$ cat config.mk
export PLATFORM = sky130hd
export DESIGN_NAME = card_reset_ctrl
export DESIGN_NICKNAME = d
export VERILOG_FILES = /design/src/include/card_ctrl_pkg.sv /design/src/logic/card_reset_ctrl.sv
export VERILOG_INCLUDE_DIRS = /design/src /design/src/include
export SDC_FILE = /design/constraint.sdc
export NUM_CORES = 1
export LEC_CHECK = 0
export BUFFER_PORTS_ARGS = -buffer_cell sky130_fd_sc_hd__buf_2
export CORE_UTILIZATION = 54
export DETAILED_ROUTE_END_ITERATION = 7
export PLACE_DENSITY = 0.85
export SYNTH_ARGS = -nofsm -noshare
export SYNTH_HDL_FRONTEND = slang
export SYNTH_SLANG_ARGS = --single-unit
$ cat constraint.sdc
create_clock -name core_clk -period 12.1 [get_ports core_clk]
set_input_delay 1.815 -clock core_clk [delete_from_list [all_inputs] [get_ports core_clk]]
set_output_delay 1.815 -clock core_clk [all_outputs]
set_load 0.02 [all_outputs]
$ cat src/include/card_ctrl_defs.svh
// Offsets, reset values, byte codes and cycle counts of the card reset and negotiation control
`ifndef CARD_CTRL_DEFS_SVH
`define CARD_CTRL_DEFS_SVH
`define OFS_CTRL         8'h00
`define OFS_TA1          8'h04
`define OFS_CLKCLS       8'h08
`define OFS_FEAT         8'h0C
`define OFS_STAT         8'h10
`define OFS_NEG          8'h14
`define RST_TA1          8'h95
`define RST_CLKCLS       8'h43
`define RST_FEAT         8'h00
`define DEF_FIDI         8'h11
`define FIDI_512_8       8'h94
`define FIDI_512_16      8'h95
`define ATR_TS           8'h3B
`define ATR_T0           8'h90
`define ATR_TD1          8'h80
`define ATR_TD2          8'h3F
`define ATR_LEN          4'h8
`define PPSS_CODE        8'hFF
`define CLASS_A_ONLY     6'h01
`define STOP_MIN_LCYC    11'h744
`define RESTART_MIN_LCYC 11'h2E8
`define LCNT_MAX         11'h7FF
`endif

$ cat src/include/card_ctrl_pkg.sv
// Types shared by the card reset and negotiation control
package card_ctrl_pkg;
    typedef enum logic [2:0] {ST_HELD, ST_SEND, ST_FIRST, ST_PPS, ST_MUTE, ST_ACTIVE} ctrlState_e;
    typedef struct packed {
        logic       valid;
        logic       parityErr;
        logic [7:0] data;
    } rxChar_s;
    typedef struct packed {
        logic       specific;
        logic [7:0] fiDi;
        logic [7:0] features;
    } linkCfg_s;
endpackage : card_ctrl_pkg

$ cat src/logic/card_reset_ctrl.sv
// Card side reset, answer-to-reset, PPS and clock-stop supervision
//
// The register offsets and the strobed register port were decided locally.
`timescale 1ns/100ps
`include "card_ctrl_defs.svh"
module card_reset_ctrl #(
    parameter int STOP_IDLE_CYC = 32
) (
    // Clock, reset, enable
    input  wire logic                     core_clk,
    input  wire logic                     sys_rst,
    input  wire logic                     ce,
    // Card contacts
    input  wire logic                     cardVcc,
    input  wire logic                     cardRstN,
    input  wire logic                     cardClk,
    // Character layer
    input  wire card_ctrl_pkg::rxChar_s   rxChar,
    input  wire logic                     txReady,
    input  wire logic                     txDone,
    output logic                          txValid,
    output logic [7:0]                    txData,
    output logic                          parityCheckEn,
    // Protocol layer
    output logic                          protoActive,
    output logic                          securityClear,
    output logic                          cmdValid,
    output logic [7:0]                    cmdData,
    output card_ctrl_pkg::linkCfg_s       linkCfg,
    // Register port
    input  wire logic [7:0]               regAddr,
    input  wire logic [31:0]              regWdata,
    input  wire logic                     regWr,
    input  wire logic                     regRd,
    output logic [31:0]                   regRdata
);
    import card_ctrl_pkg::*;
    ////////////////////////////////////////////////////////////////////////////
    function automatic logic [7:0] clkInd(input logic [7:0] c);
        // Classes beyond A force a clock-stop capability into the indication
        if (c[7:6] == 2'h0 && c[5:0] != `CLASS_A_ONLY) return {2'h1, c[5:0]};
        return c;
    endfunction : clkInd
    function automatic logic [7:0] atrByte(input logic [3:0] i, input logic [7:0] ta1,
                                           input logic [7:0] ta3, input logic [7:0] tb3);
        logic [7:0] tck;
        tck = `ATR_T0 ^ ta1 ^ `ATR_TD1 ^ `ATR_TD2 ^ clkInd(ta3) ^ tb3;
        case (i)
            4'h0:    return `ATR_TS;
            4'h1:    return `ATR_T0;
            4'h2:    return ta1;
            4'h3:    return `ATR_TD1;
            4'h4:    return `ATR_TD2;
            4'h5:    return clkInd(ta3);
            4'h6:    return tb3;
            default: return tck;
        endcase
    endfunction : atrByte
    function automatic logic fidiOk(input logic [7:0] p, input logic [7:0] ta1);
        return p == `DEF_FIDI || p == ta1 || p == `FIDI_512_8 || p == `FIDI_512_16;
    endfunction : fidiOk
    ////////////////////////////////////////////////////////////////////////////
    // Pin synchronisers
    logic [1:0] vccS, rstS, clkS;
    logic       clkD;
    always_ff @(posedge core_clk or posedge sys_rst) begin
        if (sys_rst) begin
            vccS <= 2'h0;
            rstS <= 2'h0;
            clkS <= 2'h0;
            clkD <= 1'b0;
        end else if (ce) begin
            vccS <= {vccS[0], cardVcc};
            rstS <= {rstS[0], cardRstN};
            clkS <= {clkS[0], cardClk};
            clkD <= clkS[1];
        end
    end
    wire logic vccOn   = vccS[1];
    wire logic rstHi   = rstS[1];
    wire logic clkRise = clkS[1] & ~clkD;
    ////////////////////////////////////////////////////////////////////////////
    // Registers
    logic       ctrlSpec, next_ctrlSpec, coldPend, next_coldPend;
    ctrlState_e state, next_state;
    logic [7:0] ta1R, ta3R, tb3R, next_ta1R, next_ta3R, next_tb3R;
    logic       ppsGood, ppsBad, stopEarly, stopForbid, cmdEarly;
    logic [31:0] next_regRdata;
    wire logic  wrStat = regWr && regAddr == `OFS_STAT;
    always_comb begin
        next_ctrlSpec = ctrlSpec;
        next_ta1R     = ta1R;
        next_ta3R     = ta3R;
        next_tb3R     = tb3R;
        if (regWr) begin
            case (regAddr)
                `OFS_CTRL:   next_ctrlSpec = regWdata[0];
                `OFS_TA1:    next_ta1R     = regWdata[7:0];
                `OFS_CLKCLS: next_ta3R     = regWdata[7:0];
                `OFS_FEAT:   next_tb3R     = regWdata[7:0];
                default:     next_ctrlSpec = ctrlSpec;
            endcase
        end
        next_regRdata = 32'h0;
        if (regRd) begin
            case (regAddr)
                `OFS_CTRL:   next_regRdata = {31'h0, ctrlSpec};
                `OFS_TA1:    next_regRdata = {24'h0, ta1R};
                `OFS_CLKCLS: next_regRdata = {24'h0, ta3R};
                `OFS_FEAT:   next_regRdata = {24'h0, tb3R};
                `OFS_STAT:   next_regRdata = {21'h0, 3'(state), cmdEarly, stopForbid, stopEarly,
                                              ppsBad, ppsGood, protoActive, linkCfg.specific, coldPend};
                `OFS_NEG:    next_regRdata = {16'h0, linkCfg.fiDi, linkCfg.features};
                default:     next_regRdata = 32'h0;
            endcase
        end
    end
    always_ff @(posedge core_clk or posedge sys_rst) begin
        if (sys_rst) begin
            ctrlSpec <= 1'b0;
            ta1R     <= `RST_TA1;
            ta3R     <= `RST_CLKCLS;
            tb3R     <= `RST_FEAT;
            regRdata <= 32'h0;
        end else if (ce) begin
            ctrlSpec <= next_ctrlSpec;
            ta1R     <= next_ta1R;
            ta3R     <= next_ta3R;
            tb3R     <= next_tb3R;
            regRdata <= next_regRdata;
        end
    end
    ////////////////////////////////////////////////////////////////////////////
    // Reset, answer-to-reset and PPS sequencing
    logic       txPps, next_txPps;
    logic [3:0] idx, next_idx, txLen, next_txLen;
    logic [7:0] ta1S, ta3S, tb3S, next_ta1S, next_ta3S, next_tb3S;
    logic [7:0] ppsBuf [0:5], next_ppsBuf [0:5];
    logic [2:0] ppsCnt, next_ppsCnt, ppsLen, next_ppsLen;
    logic       next_txValid, next_protoActive, next_securityClear, next_cmdValid;
    logic       next_ppsGood, next_ppsBad, ok;
    logic [7:0] next_txData, next_cmdData, chk;
    linkCfg_s   next_linkCfg;
    wire logic  rxOk = rxChar.valid && !rxChar.parityErr;
    always_comb begin
        next_state = state; next_coldPend = coldPend; next_txPps = txPps;
        next_idx = idx; next_txLen = txLen; next_ppsCnt = ppsCnt; next_ppsLen = ppsLen;
        next_ta1S = ta1S; next_ta3S = ta3S; next_tb3S = tb3S;
        next_ppsBuf = ppsBuf; next_linkCfg = linkCfg;
        next_txValid = txValid; next_txData = txData; next_protoActive = protoActive;
        next_securityClear = 1'b0; next_cmdValid = 1'b0; next_cmdData = cmdData;
        next_ppsGood = ppsGood & ~(wrStat & regWdata[3]);
        next_ppsBad  = ppsBad & ~(wrStat & regWdata[4]);
        chk = rxChar.data;
        ok = 1'b0;
        if (!vccOn || !rstHi) begin
            next_coldPend = coldPend | ~vccOn;
            next_state = ST_HELD;
            next_txValid = 1'b0;
            next_protoActive = 1'b0;
        end else begin
            unique case (state)
                ST_HELD: begin
                    next_securityClear = 1'b1;
                    if (coldPend) begin
                        // Configuration is frozen per session so warm resets repeat it
                        next_ta1S = ta1R; next_ta3S = ta3R; next_tb3S = tb3R;
                        next_coldPend = 1'b0;
                        next_linkCfg = '{specific: 1'b0, fiDi: `DEF_FIDI, features: 8'h00};
                    end else begin
                        next_linkCfg.specific = ctrlSpec;
                        if (!ctrlSpec) begin
                            next_linkCfg.fiDi = `DEF_FIDI;
                            next_linkCfg.features = 8'h00;
                        end
                    end
                    next_state = ST_SEND; next_txPps = 1'b0; next_idx = 4'h0; next_txLen = `ATR_LEN;
                    next_txValid = 1'b1; next_txData = `ATR_TS;
                end
                ST_SEND: if (txValid && txReady) begin
                    if (idx + 4'h1 == txLen) begin
                        next_txValid = 1'b0;
                        if (txPps || linkCfg.specific) begin
                            next_state = ST_ACTIVE; next_protoActive = 1'b1;
                        end else begin
                            next_state = ST_FIRST;
                        end
                    end else begin
                        next_idx = idx + 4'h1;
                        next_txData = txPps ? ppsBuf[3'(idx + 4'h1)] : atrByte(idx + 4'h1, ta1S, ta3S, tb3S);
                    end
                end
                ST_FIRST: if (rxOk) begin
                    if (rxChar.data == `PPSS_CODE) begin
                        next_ppsBuf[0] = rxChar.data; next_ppsCnt = 3'h1; next_ppsLen = 3'h6;
                        next_state = ST_PPS;
                    end else begin
                        // No PPS: defaults stay and the byte is the first command byte
                        next_state = ST_ACTIVE; next_protoActive = 1'b1;
                        next_cmdValid = 1'b1; next_cmdData = rxChar.data;
                    end
                end
                ST_PPS: if (rxOk) begin
                    next_ppsBuf[ppsCnt] = rxChar.data;
                    if (ppsCnt == 3'h1)
                        next_ppsLen = 3'(rxChar.data[4]) + 3'(rxChar.data[5]) + 3'(rxChar.data[6]) + 3'h3;
                    for (int i = 0; i < 6; i++)
                        if (3'(i) < ppsCnt) chk = chk ^ ppsBuf[i];
                    if (ppsCnt + 3'h1 == next_ppsLen) begin
                        ok = chk == 8'h00 && ppsBuf[1][3:0] == 4'h0
                             && (!ppsBuf[1][4] || fidiOk(ppsBuf[2], ta1S))
                             && (!ppsBuf[1][5] || (next_ppsBuf[ppsBuf[1][4] ? 3 : 2] & ~tb3S) == 8'h00);
                        if (ok) begin
                            next_linkCfg.fiDi = ppsBuf[1][4] ? ppsBuf[2] : `DEF_FIDI;
                            next_linkCfg.features = ppsBuf[1][5] ? next_ppsBuf[ppsBuf[1][4] ? 3 : 2] : 8'h00;
                            next_ppsGood = 1'b1; next_txPps = 1'b1; next_idx = 4'h0;
                            next_txLen = {1'b0, next_ppsLen}; next_txValid = 1'b1;
                            next_txData = `PPSS_CODE; next_state = ST_SEND;
                        end else begin
                            // A refused request is answered by silence; the terminal resets
                            next_ppsBad = 1'b1; next_state = ST_MUTE;
                        end
                    end else begin
                        next_ppsCnt = ppsCnt + 3'h1;
                    end
                end
                ST_MUTE: next_state = ST_MUTE;
                ST_ACTIVE: if (rxOk) begin
                    next_cmdValid = 1'b1; next_cmdData = rxChar.data;
                end
            endcase
        end
    end
    always_ff @(posedge core_clk or posedge sys_rst) begin
        if (sys_rst) begin
            state <= ST_HELD; coldPend <= 1'b1; txPps <= 1'b0; idx <= 4'h0; txLen <= 4'h0;
            ta1S <= `RST_TA1; ta3S <= `RST_CLKCLS; tb3S <= `RST_FEAT;
            for (int i = 0; i < 6; i++) ppsBuf[i] <= 8'h00;
            ppsCnt <= 3'h0; ppsLen <= 3'h0;
            linkCfg <= '{specific: 1'b0, fiDi: `DEF_FIDI, features: 8'h00};
            txValid <= 1'b0; txData <= 8'h00; protoActive <= 1'b0; securityClear <= 1'b0;
            cmdValid <= 1'b0; cmdData <= 8'h00; ppsGood <= 1'b0; ppsBad <= 1'b0;
            parityCheckEn <= 1'b1;
        end else if (ce) begin
            state <= next_state; coldPend <= next_coldPend; txPps <= next_txPps;
            idx <= next_idx; txLen <= next_txLen; ta1S <= next_ta1S; ta3S <= next_ta3S; tb3S <= next_tb3S;
            ppsBuf <= next_ppsBuf; ppsCnt <= next_ppsCnt; ppsLen <= next_ppsLen; linkCfg <= next_linkCfg;
            txValid <= next_txValid; txData <= next_txData; protoActive <= next_protoActive;
            securityClear <= next_securityClear; cmdValid <= next_cmdValid; cmdData <= next_cmdData;
            ppsGood <= next_ppsGood; ppsBad <= next_ppsBad;
            parityCheckEn <= 1'b1;
        end
    end
    ////////////////////////////////////////////////////////////////////////////
    // Card clock supervision; a stopped clock is inferred from missing edges
    logic [10:0] sinceTx, sinceRst, next_sinceTx, next_sinceRst;
    logic [7:0]  idle, next_idle;
    logic        clkStopped, armed, next_clkStopped, next_armed, next_stopEarly, next_stopForbid, next_cmdEarly;
    always_comb begin
        next_sinceTx = sinceTx; next_sinceRst = sinceRst; next_idle = idle;
        next_clkStopped = clkStopped; next_armed = armed;
        next_stopEarly  = stopEarly  & ~(wrStat & regWdata[5]);
        next_stopForbid = stopForbid & ~(wrStat & regWdata[6]);
        next_cmdEarly   = cmdEarly   & ~(wrStat & regWdata[7]);
        if (clkRise) begin
            next_idle = 8'h00;
            if (sinceTx != `LCNT_MAX) next_sinceTx = sinceTx + 11'h1;
            if (clkStopped) begin
                next_clkStopped = 1'b0; next_sinceRst = 11'h0; next_armed = 1'b1;
            end else if (sinceRst != `LCNT_MAX) begin
                next_sinceRst = sinceRst + 11'h1;
            end
        end else if (idle != 8'(STOP_IDLE_CYC)) begin
            next_idle = idle + 8'h1;
        end else if (!clkStopped && protoActive) begin
            next_clkStopped = 1'b1;
            if (sinceTx < `STOP_MIN_LCYC) next_stopEarly = 1'b1;
            if (clkInd(ta3S) < 8'h40) next_stopForbid = 1'b1;
        end
        if (txDone) next_sinceTx = 11'h0;
        if (rxChar.valid && armed) begin
            next_armed = 1'b0;
            if (sinceRst < `RESTART_MIN_LCYC) next_cmdEarly = 1'b1;
        end
    end
    always_ff @(posedge core_clk or posedge sys_rst) begin
        if (sys_rst) begin
            sinceTx <= `LCNT_MAX; sinceRst <= `LCNT_MAX; idle <= 8'h00;
            clkStopped <= 1'b0; armed <= 1'b0;
            stopEarly <= 1'b0; stopForbid <= 1'b0; cmdEarly <= 1'b0;
        end else if (ce) begin
            sinceTx <= next_sinceTx; sinceRst <= next_sinceRst; idle <= next_idle;
            clkStopped <= next_clkStopped; armed <= next_armed;
            stopEarly <= next_stopEarly; stopForbid <= next_stopForbid; cmdEarly <= next_cmdEarly;
        end
    end
endmodule : card_reset_ctrl

==> impl_results.md <==
* Synth cell types at 86
* Maxcap violations at 0
* Layout cells sized above 1 at 25.2%
* Vias/cell at 6.26
* First-pass GRT wire length at 50.2 mm
* Initial Utilization at 55.2%
* Post-Synthesis Cells at 1,180
* Initial antenna violation count at 1
* RSZ-0062 raised after global routing: false
* Final cell count without fillers at 1,529
* Dominant synthesized flop cell: dfrtp_1
* Clock buffer depth at 3
* Placer Congestion at 0.954
* Clock power frac at 37.7%
* Die Height at 152 µm
* Final #Nets at 1,303
* Critical Path Sink Type: flop
* FF-to-FF setup slack at 8.39 ns
* I/O Buffers at 88
* Remaining DRCs at 0
* HPWL after DPL at 21.8 mm
* Die area at 0.0230 mm²
* Hold_ws at 0.479 ns
* Worst setup endpoint: idx[2]$_DFFE_PP0P_
* Peak supply drop at 0.0920 mV
* Layout area overhead at 10.7%
* Worst Skew at 0.0109 ns
* Initial DRT Pass Iterations at 6
* CTS tree: done
* Hold Violations, Final at 0
* P_int at 1.40 mW
* Post-Syn Area at 0.0121 mm²
* Max-slew headroom at 25.5%
* Antenna viol nets, final at 0
* Critical setup path kind: in2reg
* Largest net degree at the start of global routing at 132
* Post-CTS Resized at 0
* Clock-pin slew on the worst setup and hold paths at 0.06 ns
* Worst R2R Path Depth at 8
* CTS buffer count at 24
* Seq/Total Area, Yosys at 44.5%
* Max Clock Freq at 215 MHz
* FF-to-FF End: txLen[0]$_DFFE_PP0P_
* Sequential power share at 40.9%
* Clock latency on the worst-skew pair at 0.52 ns
* Placed Cells at 1,484
* Proportion of power drawn by combinational gates at 21.5%
* Clock Sinks at 213
* CP Data Required Time at 12.55 ns
* Initial DRC count at 976
* Leak at 6.16 nW
* Crit start category: input port
* Sw Share at 31.3%
* Outcome: completed
* P_sw at 636 µW
* Final TNS setup at 0 ns
* Asr flop ratio synth at 100%
* Crit share post-route at 38.5%
* Setup bufs post-CTS at 0
* Depth of the CTS H-tree at 1
* Number of synthesized flops with an enable pin at 0
* Number of global-route vias before repair at 9,085
* Fillers at 1,758
* Rows at 54
* Root Buffer Master: clkbuf_16
* # IOs at 130
* Slew Limit Fails at 0
* Synth warn at 0
* Detailed-route wire length per cell at 20.9 µm
* Finish-stage setup viols at 0
* Avg Inst Size Synth at 10.2 µm²
* Pin slew with the least headroom to its limit at 1.11 ns
* Grt ovf at 0
* WP data arrival at 5.11 ns
* Die X-Extent at 152 µm
* Tmin final at 4.65 ns
* Worst min-delay path class: reg2reg
* Worst R2R Start: ppsCnt[0]$_DFFE_PP0P_
* Synthesized flop and latch total at 213
* Cell area power density at 152 mW/mm²
* CP startpoint: rxChar[6]
* Total GRT Usage at 28.4%
* Worst Path Max Fanout at 15
* Routed WL at 31.9 mm
* Core footprint at 0.0219 mm²
* CTS Hold Bufs at 0
* Vias post-DR at 9,579
registers in the layout, indices dropped and copies added, names as in the netlist, 4 cells and up:
signal,flops
regRdata,16
cmdData,8
sinceRst,11
sinceTx,11
tb3S,8
ppsBuf,48
idle,8
ta3R,8
txLen,4
txData,8
ta1S,8
idx,4
ta1R,8
ta3S,8
tb3R,8
linkCfg,17
synth_stat cells (7+ instances only):
cell      number  area (µm²)
dfrtp_1      174        4350
mux2_2       104        1170
nand2_1       95         357
nor2_1        63         236
o21ai_0       63         315
inv_1         59         221
a21oi_1       50         250
clkbuf_1      45         169
xnor2_1       44         385
xor2_1        44         385
dfstp_2       39        1020
nand3_1       30         150
mux2i_1       24         240
nor3_1        24         120
buf_4         23         173
nand4_1       17         106
o32ai_1       17         149
a22oi_1       16         120
nor2b_1       14        87.6
a22o_1        13         114
a31oi_1       13        81.3
ha_1          13         163
nand2b_1      13        81.3
o22ai_1       11        68.8
or3_1         11        68.8
a221o_1        9        90.1
mux4_2         8         180
a21o_1         7        52.6
and2_1         7        43.8
buf_2          7        35.0
cell usage in the layout, fill, tap and decap left out, types with 8 or more instances in the layout:
cell       count
a21oi_1       50
nand2_1       95
ha_1          13
nor2b_1       14
xnor2_1       43
nand2b_1      13
mux2i_1       24
nor2_1        63
nand4_1       17
a221o_1        9
xor2_1        44
clkbuf_16     24
mux4_2         8
dfrtp_1      174
a22o_1        13
buf_2         88
a22oi_1       16
mux2_2       104
o21ai_0       63
or3_1         11
o22ai_1       11
conb_1        17
inv_1         58
dfstp_2       39
o32ai_1       17
a31oi_1       13
nor3_1        24
nand3_1       30
worst min path at each step:
stage	startpoint	endpoint	slack, ns	depth (start not counted)
global route	cmdValid$_DFFE_PP0P_	cmdValid$_DFFE_PP0P_	0.49	1
finish	stopForbid$_DFFE_PP0P_	stopForbid$_DFFE_PP0P_	0.48	2
global placement	stopForbid$_DFFE_PP0P_	stopForbid$_DFFE_PP0P_	0.46	2
detailed placement	stopForbid$_DFFE_PP0P_	stopForbid$_DFFE_PP0P_	0.46	2
floorplan	stopForbid$_DFFE_PP0P_	stopForbid$_DFFE_PP0P_	0.44	2
CTS	stopForbid$_DFFE_PP0P_	stopForbid$_DFFE_PP0P_	0.48	2
power by group through the flow:
stage | sequential [mW] | clock (mW) | combinational (mW)
detailed placement | 0.841 | 0 | 0.429
finish | 0.831 | 0.766 | 0.436
CTS | 0.830 | 0.773 | 0.434
floorplan | 0.848 | 0 | 0.302
global placement | 0.836 | 0 | 0.420
global route | 0.839 | 0.800 | 0.475
logic make-up (layout without fill, tap and decap cells):
logic type | count (synthesis) | count (layout) | share of synthesized area, %
mux | 136 | 136 | 13.2
flops | 213 | 213 | 44.5
compound gates | 258 | 258 | 14.7
buf+inv | 145 | 198 | 5.60
other cells | 2 | 18 | 0.0621
simple gates | 322 | 322 | 13.8
fa+ha+maj | 13 | 13 | 1.35
xor+xnor | 91 | 91 | 6.83
metal layers:
metal  global-route usage (%)  wire [µm]  up-vias
met5                        0          0        -
met4                     11.7       1270        0
met3                     4.46       2600      101
met2                     46.0      15100      502
met1                     38.1      12900     4686
li1                         -          -     4290
stage by stage:
step	instance area (µm²)	util [%]	total power [mW]	setup slack (ns)
final	13400	61.1	2.03	7.45
after global routing	13400	61.1	2.11	7.28
after CTS	13400	61.1	2.04	7.48
after detailed placement	12500	57.3	1.27	6.97
after global placement	12500	57.3	1.26	7.03
after floorplan	12100	-	1.15	4.53
critical path: stages:
cell      delay (ns)
buf_2           0.19
inv_1           0.15
ha_1            0.30
inv_1           0.05
ha_1            0.12
inv_1           0.04
ha_1            0.19
nor4b_2         0.32
a211oi_2        0.09
xnor2_1         0.16
o32a_1          0.41
a211oi_4        0.62
nand2_2         0.23
o211ai_1        0.24
o21ba_1         0.15
final cells by class:
class	count	area (µm²)	share of cell area, %
clock inverters	13	179	1.34
diodes	1	2.50	0.0187
well taps	280	350	2.62
repair buffers	95	493	3.69
clock buffers	31	647	4.84
flip-flops and latches	213	5380	40.2
inverters	59	229	1.71
multi-input cells	837	6090	45.6
Power figures use the tool's default switching activity.
